$ cat src/fms_defines.svh
// Constants for the fault, lock and soft-start register group.
// Assumes a 250 MHz core clock and an 8-bit register port.
`ifndef FMS_DEFINES_SVH
`define FMS_DEFINES_SVH

// --------------------------------------------------------------
// Register offsets
// --------------------------------------------------------------
`define FMS_ADDR_WARN_LIMIT  8'h20
`define FMS_ADDR_MASK        8'h22
`define FMS_ADDR_FAULT       8'h23
`define FMS_ADDR_WARNING     8'h24
`define FMS_ADDR_CURRENT     8'h26
`define FMS_ADDR_LOCK        8'h2A
`define FMS_ADDR_RAMP_STAT   8'h2B
`define FMS_ADDR_RAMP_CFG    8'h2C

// --------------------------------------------------------------
// Reset values and field layout
// --------------------------------------------------------------
`define FMS_RST_WARN_LIMIT   8'hFF
`define FMS_RST_MASK         8'h00
`define FMS_RST_CODE         4'h0
`define FMS_ZERO8            8'h00
`define FMS_MASK_USED        8'h7F
`define FMS_BIT_LINE_UV      6
`define FMS_BIT_TEMP_MON     5
`define FMS_BIT_OVER_TEMP    4
`define FMS_BIT_TOTAL_LIMIT  3
`define FMS_BIT_PHASE_LIMIT  2
`define FMS_BIT_OV           1
`define FMS_BIT_UV           0
`define FMS_BIT_LOCK         0
`define FMS_BIT_CURRENT_WARN 0

// --------------------------------------------------------------
// Timing
// --------------------------------------------------------------
`define FMS_CLK_NS           4
`define FMS_TICK_NS          10000
`define FMS_TICK_CYC         (`FMS_TICK_NS / `FMS_CLK_NS)
`define FMS_HICCUP_MS        20
`define FMS_HICCUP_CYC       (`FMS_HICCUP_MS * 1000000 / `FMS_CLK_NS)
// Ramp steps in 10 us ticks: short codes, long codes, per reference
`define FMS_RAMP_KNEE        4'h6
`define FMS_STEP_SHORT_1V0   10'h00F
`define FMS_STEP_SHORT_0V8   10'h00C
`define FMS_STEP_LONG_1V0    10'h064
`define FMS_STEP_LONG_0V8    10'h050

`endif

$ cat src/fms_pkg.sv
// Types shared by the fault, lock and soft-start register group.
// Assumes the constants header is compiled alongside.
package fms_pkg;
  // Ramp time code
  typedef logic [3:0] fms_code_t;
  // Protection response states, Gray along the usual path
  typedef enum logic [1:0] {
    FMS_RUN     = 2'b00,
    FMS_HICCUP  = 2'b01,
    FMS_LATCHED = 2'b11
  } fms_resp_t;
  // Soft-start ramp states
  typedef enum logic [1:0] {
    FMS_R_IDLE = 2'b00,
    FMS_R_RUN  = 2'b01,
    FMS_R_DONE = 2'b11
  } fms_ramp_t;
endpackage

$ cat src/fms_fault_if.sv
// Interface between the register bank and the protection response.
// Assumes both ends share the core clock.
`timescale 1ns/10ps
`default_nettype none
interface fms_fault_if;
  logic [6:0] mask;          // Protection mask register
  logic [6:0] fault;         // Live fault vector, status bit order
  logic       therm_hiccup;  // Over-temperature picks hiccup
  logic       enable;        // External enable input
  logic       latched;       // Regulator latched off
  logic       hiccup;        // Hiccup off-time running
  modport bank (output mask, fault, therm_hiccup, enable, input latched, hiccup);
  modport resp (input mask, fault, therm_hiccup, enable, output latched, hiccup);
endinterface
`default_nettype wire

$ cat src/fms_fault_resp.sv
// Protection response: latch-off and timed hiccup from masked faults.
// Assumes faults arrive synchronous to the core clock.
`timescale 1ns/10ps
`default_nettype none
`include "fms_defines.svh"
module fms_fault_resp #(
  parameter int HICCUP_CYCLES = `FMS_HICCUP_CYC  // Hiccup off-time
) (
  input  wire logic  i_clk,
  input  wire logic  i_rst,
  fms_fault_if.resp  flt
);
  import fms_pkg::*;

  fms_resp_t   state_q;   // Response state
  logic [31:0] hic_cnt_q; // Hiccup off-time count
  logic        latch_evt; // Unmasked latching event
  logic        hic_evt;   // Unmasked hiccup event
  logic        ot_live;   // Unmasked over-temperature

  // ------------------------------------------------------------
  // Masked event decode
  // ------------------------------------------------------------
  always_comb begin
    ot_live   = flt.fault[`FMS_BIT_OVER_TEMP] & ~flt.mask[`FMS_BIT_OVER_TEMP];
    latch_evt =
      (flt.fault[`FMS_BIT_LINE_UV] & ~flt.mask[`FMS_BIT_LINE_UV]) |
      (flt.fault[`FMS_BIT_TEMP_MON] & ~flt.mask[`FMS_BIT_TEMP_MON]) |
      (flt.fault[`FMS_BIT_TOTAL_LIMIT] & ~flt.mask[`FMS_BIT_TOTAL_LIMIT]) |
      (flt.fault[`FMS_BIT_OV] & ~flt.mask[`FMS_BIT_OV]) |
      (flt.fault[`FMS_BIT_UV] & ~flt.mask[`FMS_BIT_UV]) |
      (ot_live & ~flt.therm_hiccup);
    hic_evt = ot_live & flt.therm_hiccup;
  end

  // ------------------------------------------------------------
  // Response state machine
  // ------------------------------------------------------------
  always_ff @(posedge i_clk) begin
    if (i_rst) begin
      state_q   <= FMS_RUN;
      hic_cnt_q <= '0;
    end else begin
      case (state_q)
        FMS_RUN: begin
          hic_cnt_q <= '0;
          if (latch_evt) begin
            state_q <= FMS_LATCHED;
          end else if (hic_evt) begin
            state_q <= FMS_HICCUP;
          end
        end
        FMS_HICCUP: begin
          hic_cnt_q <= hic_cnt_q + 32'h0000_0001;
          if (latch_evt) begin
            state_q <= FMS_LATCHED;
          end else if (hic_cnt_q == 32'(HICCUP_CYCLES - 1)) begin
            state_q <= FMS_RUN;
          end
        end
        FMS_LATCHED: begin
          if (!flt.enable) begin
            state_q <= FMS_RUN;
          end
        end
        default: begin
          state_q <= FMS_LATCHED;
        end
      endcase
    end
  end

  // Status back to the bank
  assign flt.latched = (state_q == FMS_LATCHED);
  assign flt.hiccup  = (state_q == FMS_HICCUP);
endmodule
`default_nettype wire

$ cat src/fms_ramp.sv
// Soft-start ramp timer: counts the ramp time chosen by the code.
// Assumes a one-cycle start pulse when the outputs come on.
`timescale 1ns/10ps
`default_nettype none
`include "fms_defines.svh"
module fms_ramp (
  input  wire logic            i_clk,
  input  wire logic            i_rst,
  input  wire logic            i_start,  // Begin a ramp
  input  wire logic            i_abort,  // Outputs dropped
  input  wire fms_pkg::fms_code_t i_code, // Ramp time code
  input  wire logic            i_ref_08, // Reference at 0.8 V
  output logic                 o_active  // Ramp in progress
);
  import fms_pkg::*;

  fms_ramp_t   state_q;  // Ramp state
  logic [11:0] div_q;    // 10 us tick divider
  logic [9:0]  tick_q;   // Elapsed ticks
  logic [9:0]  target;   // Ramp length in ticks
  logic        tick;     // 10 us enable pulse

  // ------------------------------------------------------------
  // Ramp length from the code
  // ------------------------------------------------------------
  // ramp time table
  always_comb begin
    if (i_code < `FMS_RAMP_KNEE) begin
      target = 10'({6'h00, i_code} + 10'h001) *
               (i_ref_08 ? `FMS_STEP_SHORT_0V8 : `FMS_STEP_SHORT_1V0);
    end else begin
      target = 10'({6'h00, i_code} - 10'h005) *
               (i_ref_08 ? `FMS_STEP_LONG_0V8 : `FMS_STEP_LONG_1V0);
    end
  end

  assign tick = (div_q == 12'(`FMS_TICK_CYC - 1));

  // Tick divider, free while ramping
  always_ff @(posedge i_clk) begin
    if (i_rst || state_q != FMS_R_RUN || tick) begin
      div_q <= 12'h000;
    end else begin
      div_q <= div_q + 12'h001;
    end
  end

  // Ramp sequencing
  always_ff @(posedge i_clk) begin
    if (i_rst || i_abort) begin
      state_q  <= FMS_R_IDLE;
      tick_q   <= 10'h000;
      o_active <= 1'b0;
    end else begin
      case (state_q)
        FMS_R_IDLE: begin
          tick_q <= 10'h000;
          if (i_start) begin
            state_q  <= FMS_R_RUN;
            o_active <= 1'b1;
          end
        end
        FMS_R_RUN: begin
          if (tick) begin
            tick_q <= tick_q + 10'h001;
            if (tick_q + 10'h001 >= target) begin
              state_q  <= FMS_R_DONE;
              o_active <= 1'b0;
            end
          end
        end
        FMS_R_DONE: begin
          o_active <= 1'b0;
        end
        default: begin
          state_q <= FMS_R_IDLE;
        end
      endcase
    end
  end
endmodule
`default_nettype wire

$ cat src/fms_regs.sv
// Fault mask, status, current readback, lock and soft-start registers.
// Assumes a register port driven by the two-wire host logic, with
// one-cycle write and read strobes, and I_RST as the power-on reset.
`timescale 1ns/10ps
`default_nettype none
`include "fms_defines.svh"
module fms_regs #(
  parameter int HICCUP_CYCLES = `FMS_HICCUP_CYC  // Hiccup off-time
) (
  input  wire logic               I_CORE_CLK,
  input  wire logic               I_RST,
  input  wire logic [7:0]         I_REG_ADDR,
  input  wire logic [7:0]         I_REG_WDATA,
  input  wire logic               I_REG_WR,
  input  wire logic               I_REG_RD,
  output logic      [7:0]         O_REG_RDATA,
  input  wire logic               I_LINE_UNDERVOLTAGE,
  input  wire logic               I_TEMP_MONITOR,
  input  wire logic               I_OVER_TEMPERATURE,
  input  wire logic               I_TOTAL_CURRENT_LIMIT,
  input  wire logic               I_PHASE_CURRENT_LIMIT,
  input  wire logic               I_OVERVOLTAGE_PROTECT,
  input  wire logic               I_UNDERVOLTAGE_PROTECT,
  input  wire logic [7:0]         I_CURRENT_MONITOR_CODE,
  input  wire logic               I_ENABLE,
  input  wire fms_pkg::fms_code_t I_STRAP_CODE,
  input  wire logic               I_RAMP_SELECT,
  input  wire logic               I_REF_08V,
  input  wire logic               I_THERM_HICCUP,
  output logic                    O_ALERT,
  output logic                    O_OUTPUT_EN,
  output logic                    O_PHASE_LIMIT_EN,
  output logic                    O_LATCHED_OFF,
  output logic                    O_HICCUP,
  output logic                    O_RAMP_ACTIVE,
  output fms_pkg::fms_code_t      O_RAMP_CODE
);
  import fms_pkg::*;

  // ------------------------------------------------------------
  // Elaboration check
  // ------------------------------------------------------------
  if (HICCUP_CYCLES < 1) begin : g_bad_hiccup
    $error("HICCUP_CYCLES must be at least one");
  end

  // ------------------------------------------------------------
  // Declarations
  // ------------------------------------------------------------
  fms_fault_if flt ();             // Link to the protection response
  logic [7:0]  warn_limit_q;       // Current warning limit
  logic [6:0]  mask_q;             // Protection mask
  logic [6:0]  fault_q;            // Fault status
  logic        warn_q;             // Current warning flag
  logic [7:0]  current_q;          // Current readback
  logic        lock_q;             // Lock bit
  fms_code_t   strap_q;            // Strapped ramp code
  fms_code_t   ramp_cfg_q;         // Programmed ramp code
  fms_code_t   ramp_code;          // Code in use
  logic        por_q;              // First cycle after reset
  logic        en_d;               // Outputs allowed next
  logic        en_q;               // Outputs allowed
  logic        wr_ok;              // Write strobe while lock is clear
  logic        ramp_start;         // Outputs just came on

  // ------------------------------------------------------------
  // Write gating
  // ------------------------------------------------------------
  // lock blocks limit writes
  assign wr_ok = I_REG_WR & ~lock_q;

  // Warning limit register, lockable
  always_ff @(posedge I_CORE_CLK) begin
    if (I_RST) begin
      warn_limit_q <= `FMS_RST_WARN_LIMIT;
    end else if (wr_ok && I_REG_ADDR == `FMS_ADDR_WARN_LIMIT) begin
      warn_limit_q <= I_REG_WDATA;
    end
  end

  // Protection mask register, lockable
  always_ff @(posedge I_CORE_CLK) begin
    if (I_RST) begin
      mask_q <= 7'(`FMS_RST_MASK);
    end else if (wr_ok && I_REG_ADDR == `FMS_ADDR_MASK) begin
      mask_q <= 7'(I_REG_WDATA & `FMS_MASK_USED);
    end
  end

  // Ramp configuration register, lockable
  always_ff @(posedge I_CORE_CLK) begin
    if (I_RST) begin
      ramp_cfg_q <= `FMS_RST_CODE;
    end else if (wr_ok && I_REG_ADDR == `FMS_ADDR_RAMP_CFG) begin
      ramp_cfg_q <= I_REG_WDATA[3:0];
    end
  end

  // Lock bit, set-only
  always_ff @(posedge I_CORE_CLK) begin
    if (I_RST) begin
      lock_q <= 1'b0;
    end else if (I_REG_WR && I_REG_ADDR == `FMS_ADDR_LOCK &&
                 I_REG_WDATA[`FMS_BIT_LOCK]) begin
      lock_q <= 1'b1;
    end
  end

  // ------------------------------------------------------------
  // Status capture
  // ------------------------------------------------------------
  // Fault status follows the live faults, phase limit only while unmasked
  always_ff @(posedge I_CORE_CLK) begin
    if (I_RST) begin
      fault_q <= 7'h00;
    end else begin
      fault_q[`FMS_BIT_LINE_UV]     <= I_LINE_UNDERVOLTAGE;
      fault_q[`FMS_BIT_TEMP_MON]    <= I_TEMP_MONITOR;
      fault_q[`FMS_BIT_OVER_TEMP]   <= I_OVER_TEMPERATURE;
      fault_q[`FMS_BIT_TOTAL_LIMIT] <= I_TOTAL_CURRENT_LIMIT;
      fault_q[`FMS_BIT_PHASE_LIMIT] <= I_PHASE_CURRENT_LIMIT &
                                       ~mask_q[`FMS_BIT_PHASE_LIMIT];
      fault_q[`FMS_BIT_OV]          <= I_OVERVOLTAGE_PROTECT;
      fault_q[`FMS_BIT_UV]          <= I_UNDERVOLTAGE_PROTECT;
    end
  end

  // Current readback and warning
  always_ff @(posedge I_CORE_CLK) begin
    if (I_RST) begin
      current_q <= `FMS_ZERO8;
      warn_q    <= 1'b0;
      O_ALERT   <= 1'b0;
    end else begin
      current_q <= I_CURRENT_MONITOR_CODE;
      warn_q    <= (I_CURRENT_MONITOR_CODE > warn_limit_q);
      O_ALERT   <= (I_CURRENT_MONITOR_CODE > warn_limit_q);
    end
  end

  // Strap capture on the first cycle after reset
  always_ff @(posedge I_CORE_CLK) begin
    if (I_RST) begin
      por_q   <= 1'b1;
      strap_q <= `FMS_RST_CODE;
    end else if (por_q) begin
      por_q   <= 1'b0;
      strap_q <= I_STRAP_CODE;
    end
  end

  assign ramp_code = I_RAMP_SELECT ? ramp_cfg_q : strap_q;

  // ------------------------------------------------------------
  // Protection response
  // ------------------------------------------------------------
  assign flt.mask         = mask_q;
  assign flt.fault        = fault_q;
  assign flt.therm_hiccup = I_THERM_HICCUP;
  assign flt.enable       = I_ENABLE;

  fms_fault_resp #(
    .HICCUP_CYCLES (HICCUP_CYCLES)
  ) u_resp (
    .i_clk (I_CORE_CLK),
    .i_rst (I_RST),
    .flt   (flt.resp)
  );

  assign en_d       = I_ENABLE & ~flt.latched & ~flt.hiccup & ~por_q;
  assign ramp_start = en_d & ~en_q;

  // Output control flops
  always_ff @(posedge I_CORE_CLK) begin
    if (I_RST) begin
      en_q            <= 1'b0;
      O_OUTPUT_EN     <= 1'b0;
      O_PHASE_LIMIT_EN <= 1'b1;
      O_LATCHED_OFF   <= 1'b0;
      O_HICCUP        <= 1'b0;
      O_RAMP_CODE     <= `FMS_RST_CODE;
    end else begin
      en_q            <= en_d;
      O_OUTPUT_EN     <= en_d;
      O_PHASE_LIMIT_EN <= ~mask_q[`FMS_BIT_PHASE_LIMIT];
      O_LATCHED_OFF   <= flt.latched;
      O_HICCUP        <= flt.hiccup;
      O_RAMP_CODE     <= ramp_code;
    end
  end

  // ------------------------------------------------------------
  // Soft-start ramp
  // ------------------------------------------------------------
  fms_ramp u_ramp (
    .i_clk    (I_CORE_CLK),
    .i_rst    (I_RST),
    .i_start  (ramp_start),
    .i_abort  (~en_d),
    .i_code   (ramp_code),
    .i_ref_08 (I_REF_08V),
    .o_active (O_RAMP_ACTIVE)
  );

  // ------------------------------------------------------------
  // Read data
  // ------------------------------------------------------------
  // reserved bits read zero
  always_ff @(posedge I_CORE_CLK) begin
    if (I_RST) begin
      O_REG_RDATA <= `FMS_ZERO8;
    end else if (I_REG_RD) begin
      case (I_REG_ADDR)
        `FMS_ADDR_WARN_LIMIT: O_REG_RDATA <= warn_limit_q;
        `FMS_ADDR_MASK:       O_REG_RDATA <= {1'b0, mask_q};
        `FMS_ADDR_FAULT:      O_REG_RDATA <= {1'b0, fault_q};
        `FMS_ADDR_WARNING:    O_REG_RDATA <= {7'h00, warn_q};
        `FMS_ADDR_CURRENT:    O_REG_RDATA <= current_q;
        `FMS_ADDR_LOCK:       O_REG_RDATA <= {7'h00, lock_q};
        `FMS_ADDR_RAMP_STAT:  O_REG_RDATA <= {4'h0, strap_q};
        `FMS_ADDR_RAMP_CFG:   O_REG_RDATA <= {4'h0, ramp_cfg_q};
        default:              O_REG_RDATA <= `FMS_ZERO8;
      endcase
    end
  end
endmodule
`default_nettype wire

$ cat config.mk
export PLATFORM = sky130hd
export DESIGN_NAME = fms_regs
export DESIGN_NICKNAME = d
export VERILOG_FILES = /design/src/fms_pkg.sv /design/src/fms_fault_if.sv /design/src/fms_fault_resp.sv /design/src/fms_ramp.sv /design/src/fms_regs.sv
export VERILOG_INCLUDE_DIRS = /design/src
export SDC_FILE = /design/constraint.sdc
export NUM_CORES = 1
export LEC_CHECK = 0
export ABC_AREA = 1
export BUFFER_PORTS_ARGS = -buffer_cell sky130_fd_sc_hd__buf_2
export CORE_MARGIN = 3
export CORE_UTILIZATION = 24
export DETAILED_ROUTE_END_ITERATION = 8
export SLEW_MARGIN = 40
export SYNTH_ARGS = -nofsm -noshare
export SYNTH_HDL_FRONTEND = slang
export SYNTH_HIERARCHICAL = 1
export SYNTH_SLANG_ARGS = --single-unit
$ cat constraint.sdc
create_clock -name I_CORE_CLK -period 6.59 [get_ports I_CORE_CLK]
set_clock_uncertainty 0.1 [all_clocks]
set_input_delay 0.659 -clock I_CORE_CLK [delete_from_list [all_inputs] [get_ports I_CORE_CLK]]
set_output_delay 0.659 -clock I_CORE_CLK [all_outputs]
set_load 0.05 [all_outputs]
# Word level (Yosys, flattened, before mapping)

Index checks and enable logic that the tools add are counted.

Bits in registers: 116
Latch bits: 0
Bits in writable memories: 0
Memory bits (read-only): 0
Bits of input ports: 43
Output and inout bits: 18
Logic and storage cells: 126
Memories kept: 0

Add/subtract/negate cells: 5
$mul: 2
Div/mod/pow operators: 0
$lt $le $gt $ge: 3
Equality and inequality tests: 21
Shift operators: 0
Muxes and demuxes: 23
Bitwise operators: 34
Reduce and logical (&&, ||, !) cells: 17

Operators by type and width:

| cell                                                   | number |
|---|---|
| equality test 8 x 6 -> 1 bit (second input constant)   | 8 |
| case mux 32 bit (2 select lines)                       | 1 |
| case mux 8 bit (8 select lines)                        | 1 |
| adder 32 x 1 -> 32 bit (second input constant)         | 1 |
| equality test 32 x 23 -> 1 bit (second input constant) | 1 |
| multiplier 10 x 10 -> 10 bit                           | 2 |
| two-way mux 10 bit                                     | 2 |
| case mux 10 bit (2 select lines)                       | 1 |
| two-way mux 2 bit                                      | 9 |
| NOT 1 bit                                              | 15 |
| bitwise AND 1 bit                                      | 14 |
| adder 12 x 1 -> 12 bit (second input constant)         | 1 |
| equality test 12 bit (second input constant)           | 1 |
| case mux 2 bit (3 select lines)                        | 2 |
| adder 10 x 1 -> 10 bit (second input constant)         | 1 |
| >= comparator 10 bit                                   | 1 |
| greater-than comparator 8 bit                          | 1 |
| AND reduction 4 bit                                    | 2 |
| two-way mux 6 bit                                      | 1 |
| inequality test 2 x 1 -> 1 bit (second input constant) | 3 |
| inequality test 3 x 1 -> 1 bit (second input constant) | 2 |
| adder 4 x 1 -> 5 bit (second input constant)           | 1 |
| logical AND 1 bit                                      | 5 |
| bitwise OR 1 bit                                       | 5 |
| other kinds (14)                                       | 24 |

# Longest topological paths before layout

Word-level depth: 9
Depth in mapped cells: 36

# By module

The synthesis kept the hierarchy.

Modules (own cells, without submodules):

| module         | instances | cells an instance | area each (sq um) |
|---|---|---|---|
| fms_ramp       | 1         | 385               | 2787.7 |
| fms_regs       | 1         | 352               | 2560.0 |
| fms_fault_resp | 1         | 324               | 2005.7 |

# Worst setup path after synthesis

Ideal clock, no wire load.

Kind: input to register
From: input I_RAMP_SELECT
To: register u_ramp.o_active
Setup time: 0.117 ns
Data arrival time: 5.089 ns
Data required time: 6.373 ns
Path slack: 1.284 ns
Stages: 33
Buffers on the path: 1
Cells stage by stage: inv_1 -> nand2_1 -> nand2_1 -> buf_2 -> inv_1 -> ha_1 -> xnor2_1 -> inv_1 -> nor2_1 -> inv_1 -> fa_1 -> fa_1 -> fa_1 -> inv_1 -> ha_1 -> a21o_1 -> nand2_1 -> nand2_1 -> nand3_1 -> nand2_1 -> inv_1 -> nand2_1 -> nand3_1 -> nand2_1 -> ha_1 -> nand2_1 -> inv_1 -> nand2_1 -> nand2_1 -> a21oi_1 -> nand4_1 -> a21oi_1 -> nor2_1

Word-level cells in the longest chain between the ends: 7
Elaborated cells on any way between the ends: 10

Ends and longest elaborated chain:

| element                                                           | line                           | text |
|---|---|---|
| start, declared                                                   | fms_regs.sv:27                 | `input wire logic I_RAMP_SELECT,` |
| two-way mux 4 bit *                                               | fms_regs.sv:152                | `assign ramp_code = I_RAMP_SELECT ? ramp_cfg_q : strap_q;` |
| net ramp_code[0]                                                  | fms_regs.sv:59                 | `fms_code_t ramp_code;` |
| subtractor 4 x 3 -> 5 bit or adder 4 x 1 -> 5 bit (tied branches) | fms_ramp.sv:32, fms_ramp.sv:29 |  |
| multiplier 10 x 10 -> 10 bit, on equally long branches            | fms_ramp.sv:32, fms_ramp.sv:29 |  |
| two-way mux 10 bit *                                              | fms_ramp.sv:28                 | `` if (i_code < `FMS_RAMP_KNEE) begin `` |
| >= comparator 10 bit *                                            | fms_ramp.sv:66                 | `if (tick_q + 10'h001 >= target) begin` |
| inequality test 2 x 1 -> 1 bit (no line) *                        | --                             |  |
| AND reduction 4 bit (no line) *                                   | --                             |  |
| end signal, assigned                                              | fms_ramp.sv:60                 | `o_active <= 1'b1;` |
| end signal, assigned                                              | fms_ramp.sv:68                 | `o_active <= 1'b0;` |
| end signal, assigned                                              | fms_ramp.sv:73                 | `o_active <= 1'b0;` |
| end, declared                                                     | fms_ramp.sv:13                 | `output logic o_active` |

Mark *: on every way through the listed nets, which the timed path passes. The rest lies on a longest branch.
A chain may end at the register's enable or synchronous reset.

# Worst setup path in the final report

Same ends and word-level chain as after synthesis.

==> results by group <==
Status
  • Outcome: completed

Timing
  • Sum of negative setup slack: 0 ns
  • Final slew viol count: 0
  • Unrepaired setup endpoints after global routing: no
  • Maximum clock frequency: 183 MHz
  • Final critical delay including setup and external delays: 5.48 ns
  • Worst slew margin: 47.0%
  • Final hold slack: 0.352 ns
  • Ratio of final minimum period to clock period: 83.1%
  • Smallest setup slack after layout: 1.11 ns
  • Count of final setup violators: 0
  • Final Hold Vio Count: 0
  • Slew at the pin closest to its max-slew limit: 0.791 ns

Pwr
  • Static leakage power: 3.95 nW
  • Max VDD drop: 129 µV
  • Total power per unit cell area: 232 mW/mm²
  • Total power draw: 2.01 mW

Detailed routing
  • Final ANT Viol Nets: 0
  • First-pass detailed-route iteration total: 5
  • Routed wire length: 18000 µm
  • First DRT Iteration DRCs: 447
  • Vias per Instance: 4.33
  • Total via count after detailed routing: 6576
  • Average routed wire per standard cell: 11.8 µm
  • Number of design rule violations left after detail routing: 0

Synthesis
  • Synth Instances: 1061
  • Part of the Yosys area used for sequential elements: 31.6%
  • Cell types with the largest area share after synthesis: sky130_fd_sc_hd__dfxtp_1 32%, sky130_fd_sc_hd__nand2_1 12%, sky130_fd_sc_hd__inv_1 8.1%, sky130_fd_sc_hd__ha_1 7.7%, sky130_fd_sc_hd__nor2_1 7.6%
  • Count of state elements after synthesis: 116
  • Syn avg cell area: 6.93 µm²
  • Top_reg_cell synth: sky130_fd_sc_hd__dfxtp_1
  • Area share of the largest cell type after synthesis: 31.6%
  • Cell accounting for the most synthesized area: sky130_fd_sc_hd__dfxtp_1
  • Cell area after technology mapping: 0.00735 mm²
  • Mapped Nets: 1162
  • Library cell with the highest instance count after synthesis: sky130_fd_sc_hd__nand2_1
  • Share of synthesized registers carrying an async set or reset: 0%
  • Synth top cells by count: 229 x sky130_fd_sc_hd__nand2_1, 159 x sky130_fd_sc_hd__inv_1, 148 x sky130_fd_sc_hd__nor2_1
  • Number of unique standard cell types used by synthesis: 52
  • Number of warning messages in the yosys log: 6
  • Number of enable-type register cells in the synthesized netlist: 0

Global routing
  • Via count of the first global-routing pass: 6145
  • Overflow left after global routing: 0
  • First-pass GRT wire length: 30200 µm
  • Largest net degree at the start of global routing: 43
  • Number of antenna violations at the first check in global routing: 0
  • Overall fraction of global-route tracks in use: 11.2%

Layout
  • Number of inserted filler cells in the final layout: 3297
  • Multi-input combinational cell area: 0.00424 mm²
  • Util after Layout: 28.9%
  • Storage element area: 0.00232 mm²
  • NumNets Final: 1221
  • Final Instance Count excl. Fillers: 1519
  • Layout overhead on the synthesized area: 17.6%
  • Antenna diode count: 0
  • Final design area excluding fillers: 0.00865 mm²
  • Ratio of cells with drive above 1 in the final layout: 15.1%

Setup path
  • Worst Path Required: 6.78 ns
  • Cell seen most often among critical-path stages: sky130_fd_sc_hd__nand2_1
  • Data arrival at the endpoint of the critical path: 5.67 ns
  • Crit-path slowest cell: sky130_fd_sc_hd__fa_1
  • Biggest fanout along the worst timing path: 8
  • Category of the worst setup path capture point: register
  • CP Class: in -> reg
  • Delay of the slowest critical-path stage: 0.60 ns
  • Critical Path Source Type: primary input

Clock network
  • Number of H-tree levels: 4
  • Number of hold buffers added after CTS: 0
  • Number of CTS-inserted buffers: 17
  • Clk buf depth: 2
  • Cells resized by post-CTS repair: 0
  • CTS tree: built
  • Clock slew at the register clock pins of the worst setup and hold paths: 0.05 ns
  • Buffer type at the clock tree root: sky130_fd_sc_hd__clkbuf_16
  • Post CTS Setup Buffer Count: 0
  • TritonCTS sink count: 116
  • Clock insertion delay at the later pin of the skew report: 0.42 ns

Hold path
  • Class of the most critical hold timing path: in -> reg

Floorplan
  • Standard cell core area: 0.0300 mm²
  • Y dimension of the die: 181 µm
  • Rows: 63
  • Area of the die: 0.0328 mm²
  • Width of the chip: 181 µm
  • Starting utilization of the core area: 24.5%
  • Number of placed I/O pins: 61

Place
  • Post-DP HPWL: 14100 µm
  • Post-DP Area: 0.00802 mm²
  • Post-place setup slack: 0.761 ns
  • Gp weighted congestion: 0.813
  • Number of cells in the design after placement: 1491
  • Port bufs: 60

Flow run
  • # Max-Cap Violations: 0
==> per-layer routing <==
layer	share of wire (%)	track usage [%]	vias to the layer above	wire length, µm
li1	-	-	3479	-
met1	50	15.6	2978	9050
met3	3.9	2.56	11	707
met4	0.76	2.93	0	136
met2	45	17.4	108	8080
met5	0	0	-	0
==> worst paths after layout <==
path                                   to  slack, ns                        from  cells after the start
max          u_ramp/o_active$_SDFFE_PP0P_       1.11               I_RAMP_SELECT                     33
min                 fault_q[5]$_SDFF_PP0_       0.35              I_TEMP_MONITOR                      3
max reg2reg  u_ramp/o_active$_SDFFE_PP0P_       1.22  ramp_cfg_q[0]$_SDFFE_PP0P_                     31
min reg2reg    u_ramp/div_q[0]$_SDFF_PP0_       0.36  u_ramp/div_q[0]$_SDFF_PP0_                      1
==> state kept, by name (all words and copies together) (netlist names), 2 cells and up <==
name and cells:
u_ramp/tick_q 10, O_REG_RDATA 8, strap_q 4, flt.mask 7, u_ramp/div_q 12, u_ramp/state_q 2
u_resp/hic_cnt_q 32, fault_q 7, ramp_cfg_q 4, current_q 8, u_resp/state_q 2, O_RAMP_CODE 4
warn_limit_q 8
==> power breakdown <==
| group | internal [mW] | leakage [nW] | switching, mW | total, mW |
|---|---|---|---|---|
| registers | 0.714 | 0.942 | 0.00989 | 0.724 |
| clock network | 0.670 | 0.300 | 0.318 | 0.988 |
| logic | 0.110 | 2.71 | 0.187 | 0.297 |
==> cell type report <==
| cell class | count | area share (%) |
|---|---|---|
| clock buffer | 18 | 5.08 |
| clock inverter | 10 | 2.13 |
| tap | 390 | 5.64 |
| timing repair buffer | 61 | 3.56 |
| inverter | 176 | 7.66 |
| multi-input combinational | 748 | 49.1 |
| sequential | 116 | 26.9 |
==> placed cells by master, fill, tap and decap left out, types with 2 or more instances in the layout <==
master	count
sky130_fd_sc_hd__nor3b_2	2
sky130_fd_sc_hd__a21oi_2	2
sky130_fd_sc_hd__inv_1	159
sky130_fd_sc_hd__nand4_1	17
sky130_fd_sc_hd__nor3_1	11
sky130_fd_sc_hd__a211oi_1	2
sky130_fd_sc_hd__dfxtp_1	116
sky130_fd_sc_hd__ha_1	45
sky130_fd_sc_hd__o211ai_2	2
sky130_fd_sc_hd__clkinv_2	3
sky130_fd_sc_hd__o21ai_0	40
sky130_fd_sc_hd__buf_2	60
sky130_fd_sc_hd__a31oi_1	3
sky130_fd_sc_hd__nor2_1	148
sky130_fd_sc_hd__nand2_4	2
sky130_fd_sc_hd__nor3_4	4
sky130_fd_sc_hd__o21ai_1	3
sky130_fd_sc_hd__nand3b_1	3
sky130_fd_sc_hd__clkinvlp_4	2
sky130_fd_sc_hd__a21oi_1	69
sky130_fd_sc_hd__clkinv_1	3
sky130_fd_sc_hd__bufinv_16	5
sky130_fd_sc_hd__or2_2	2
sky130_fd_sc_hd__clkbuf_16	17
sky130_fd_sc_hd__nor2_4	7
sky130_fd_sc_hd__fa_1	13
sky130_fd_sc_hd__nor3_2	4
sky130_fd_sc_hd__xor2_1	11
sky130_fd_sc_hd__xnor2_1	7
sky130_fd_sc_hd__nand3_2	7
sky130_fd_sc_hd__nand2_1	229
sky130_fd_sc_hd__o211ai_1	8
sky130_fd_sc_hd__nor2_2	9
sky130_fd_sc_hd__inv_2	13
sky130_fd_sc_hd__nand3_1	62
sky130_fd_sc_hd__nand2_2	21
==> worst max-delay path, delay by kind of cell <==
family | cells | cell delay, ns
AO/OA/AOI/OAI | 3 | 0.45
adder cells (fa/ha/maj) | 6 | 2.41
buffers and inverters | 8 | 0.68
AND/OR/NAND/NOR | 15 | 1.27
XOR/XNOR | 1 | 0.20
==> cells by family after synthesis <==
kind of cell,count (synthesis),share of synthesized area (%)
XOR/XNOR,19,2.37
adder cells (fa/ha/maj),58,11.2
buffers and inverters,197,10.7
flip-flops,116,31.6
AND/OR/NAND/NOR,533,33.6
AO/OA/AOI/OAI,137,10.5
other,1,0.0510
No activity file was read; power rests on OpenSTA's default activity.
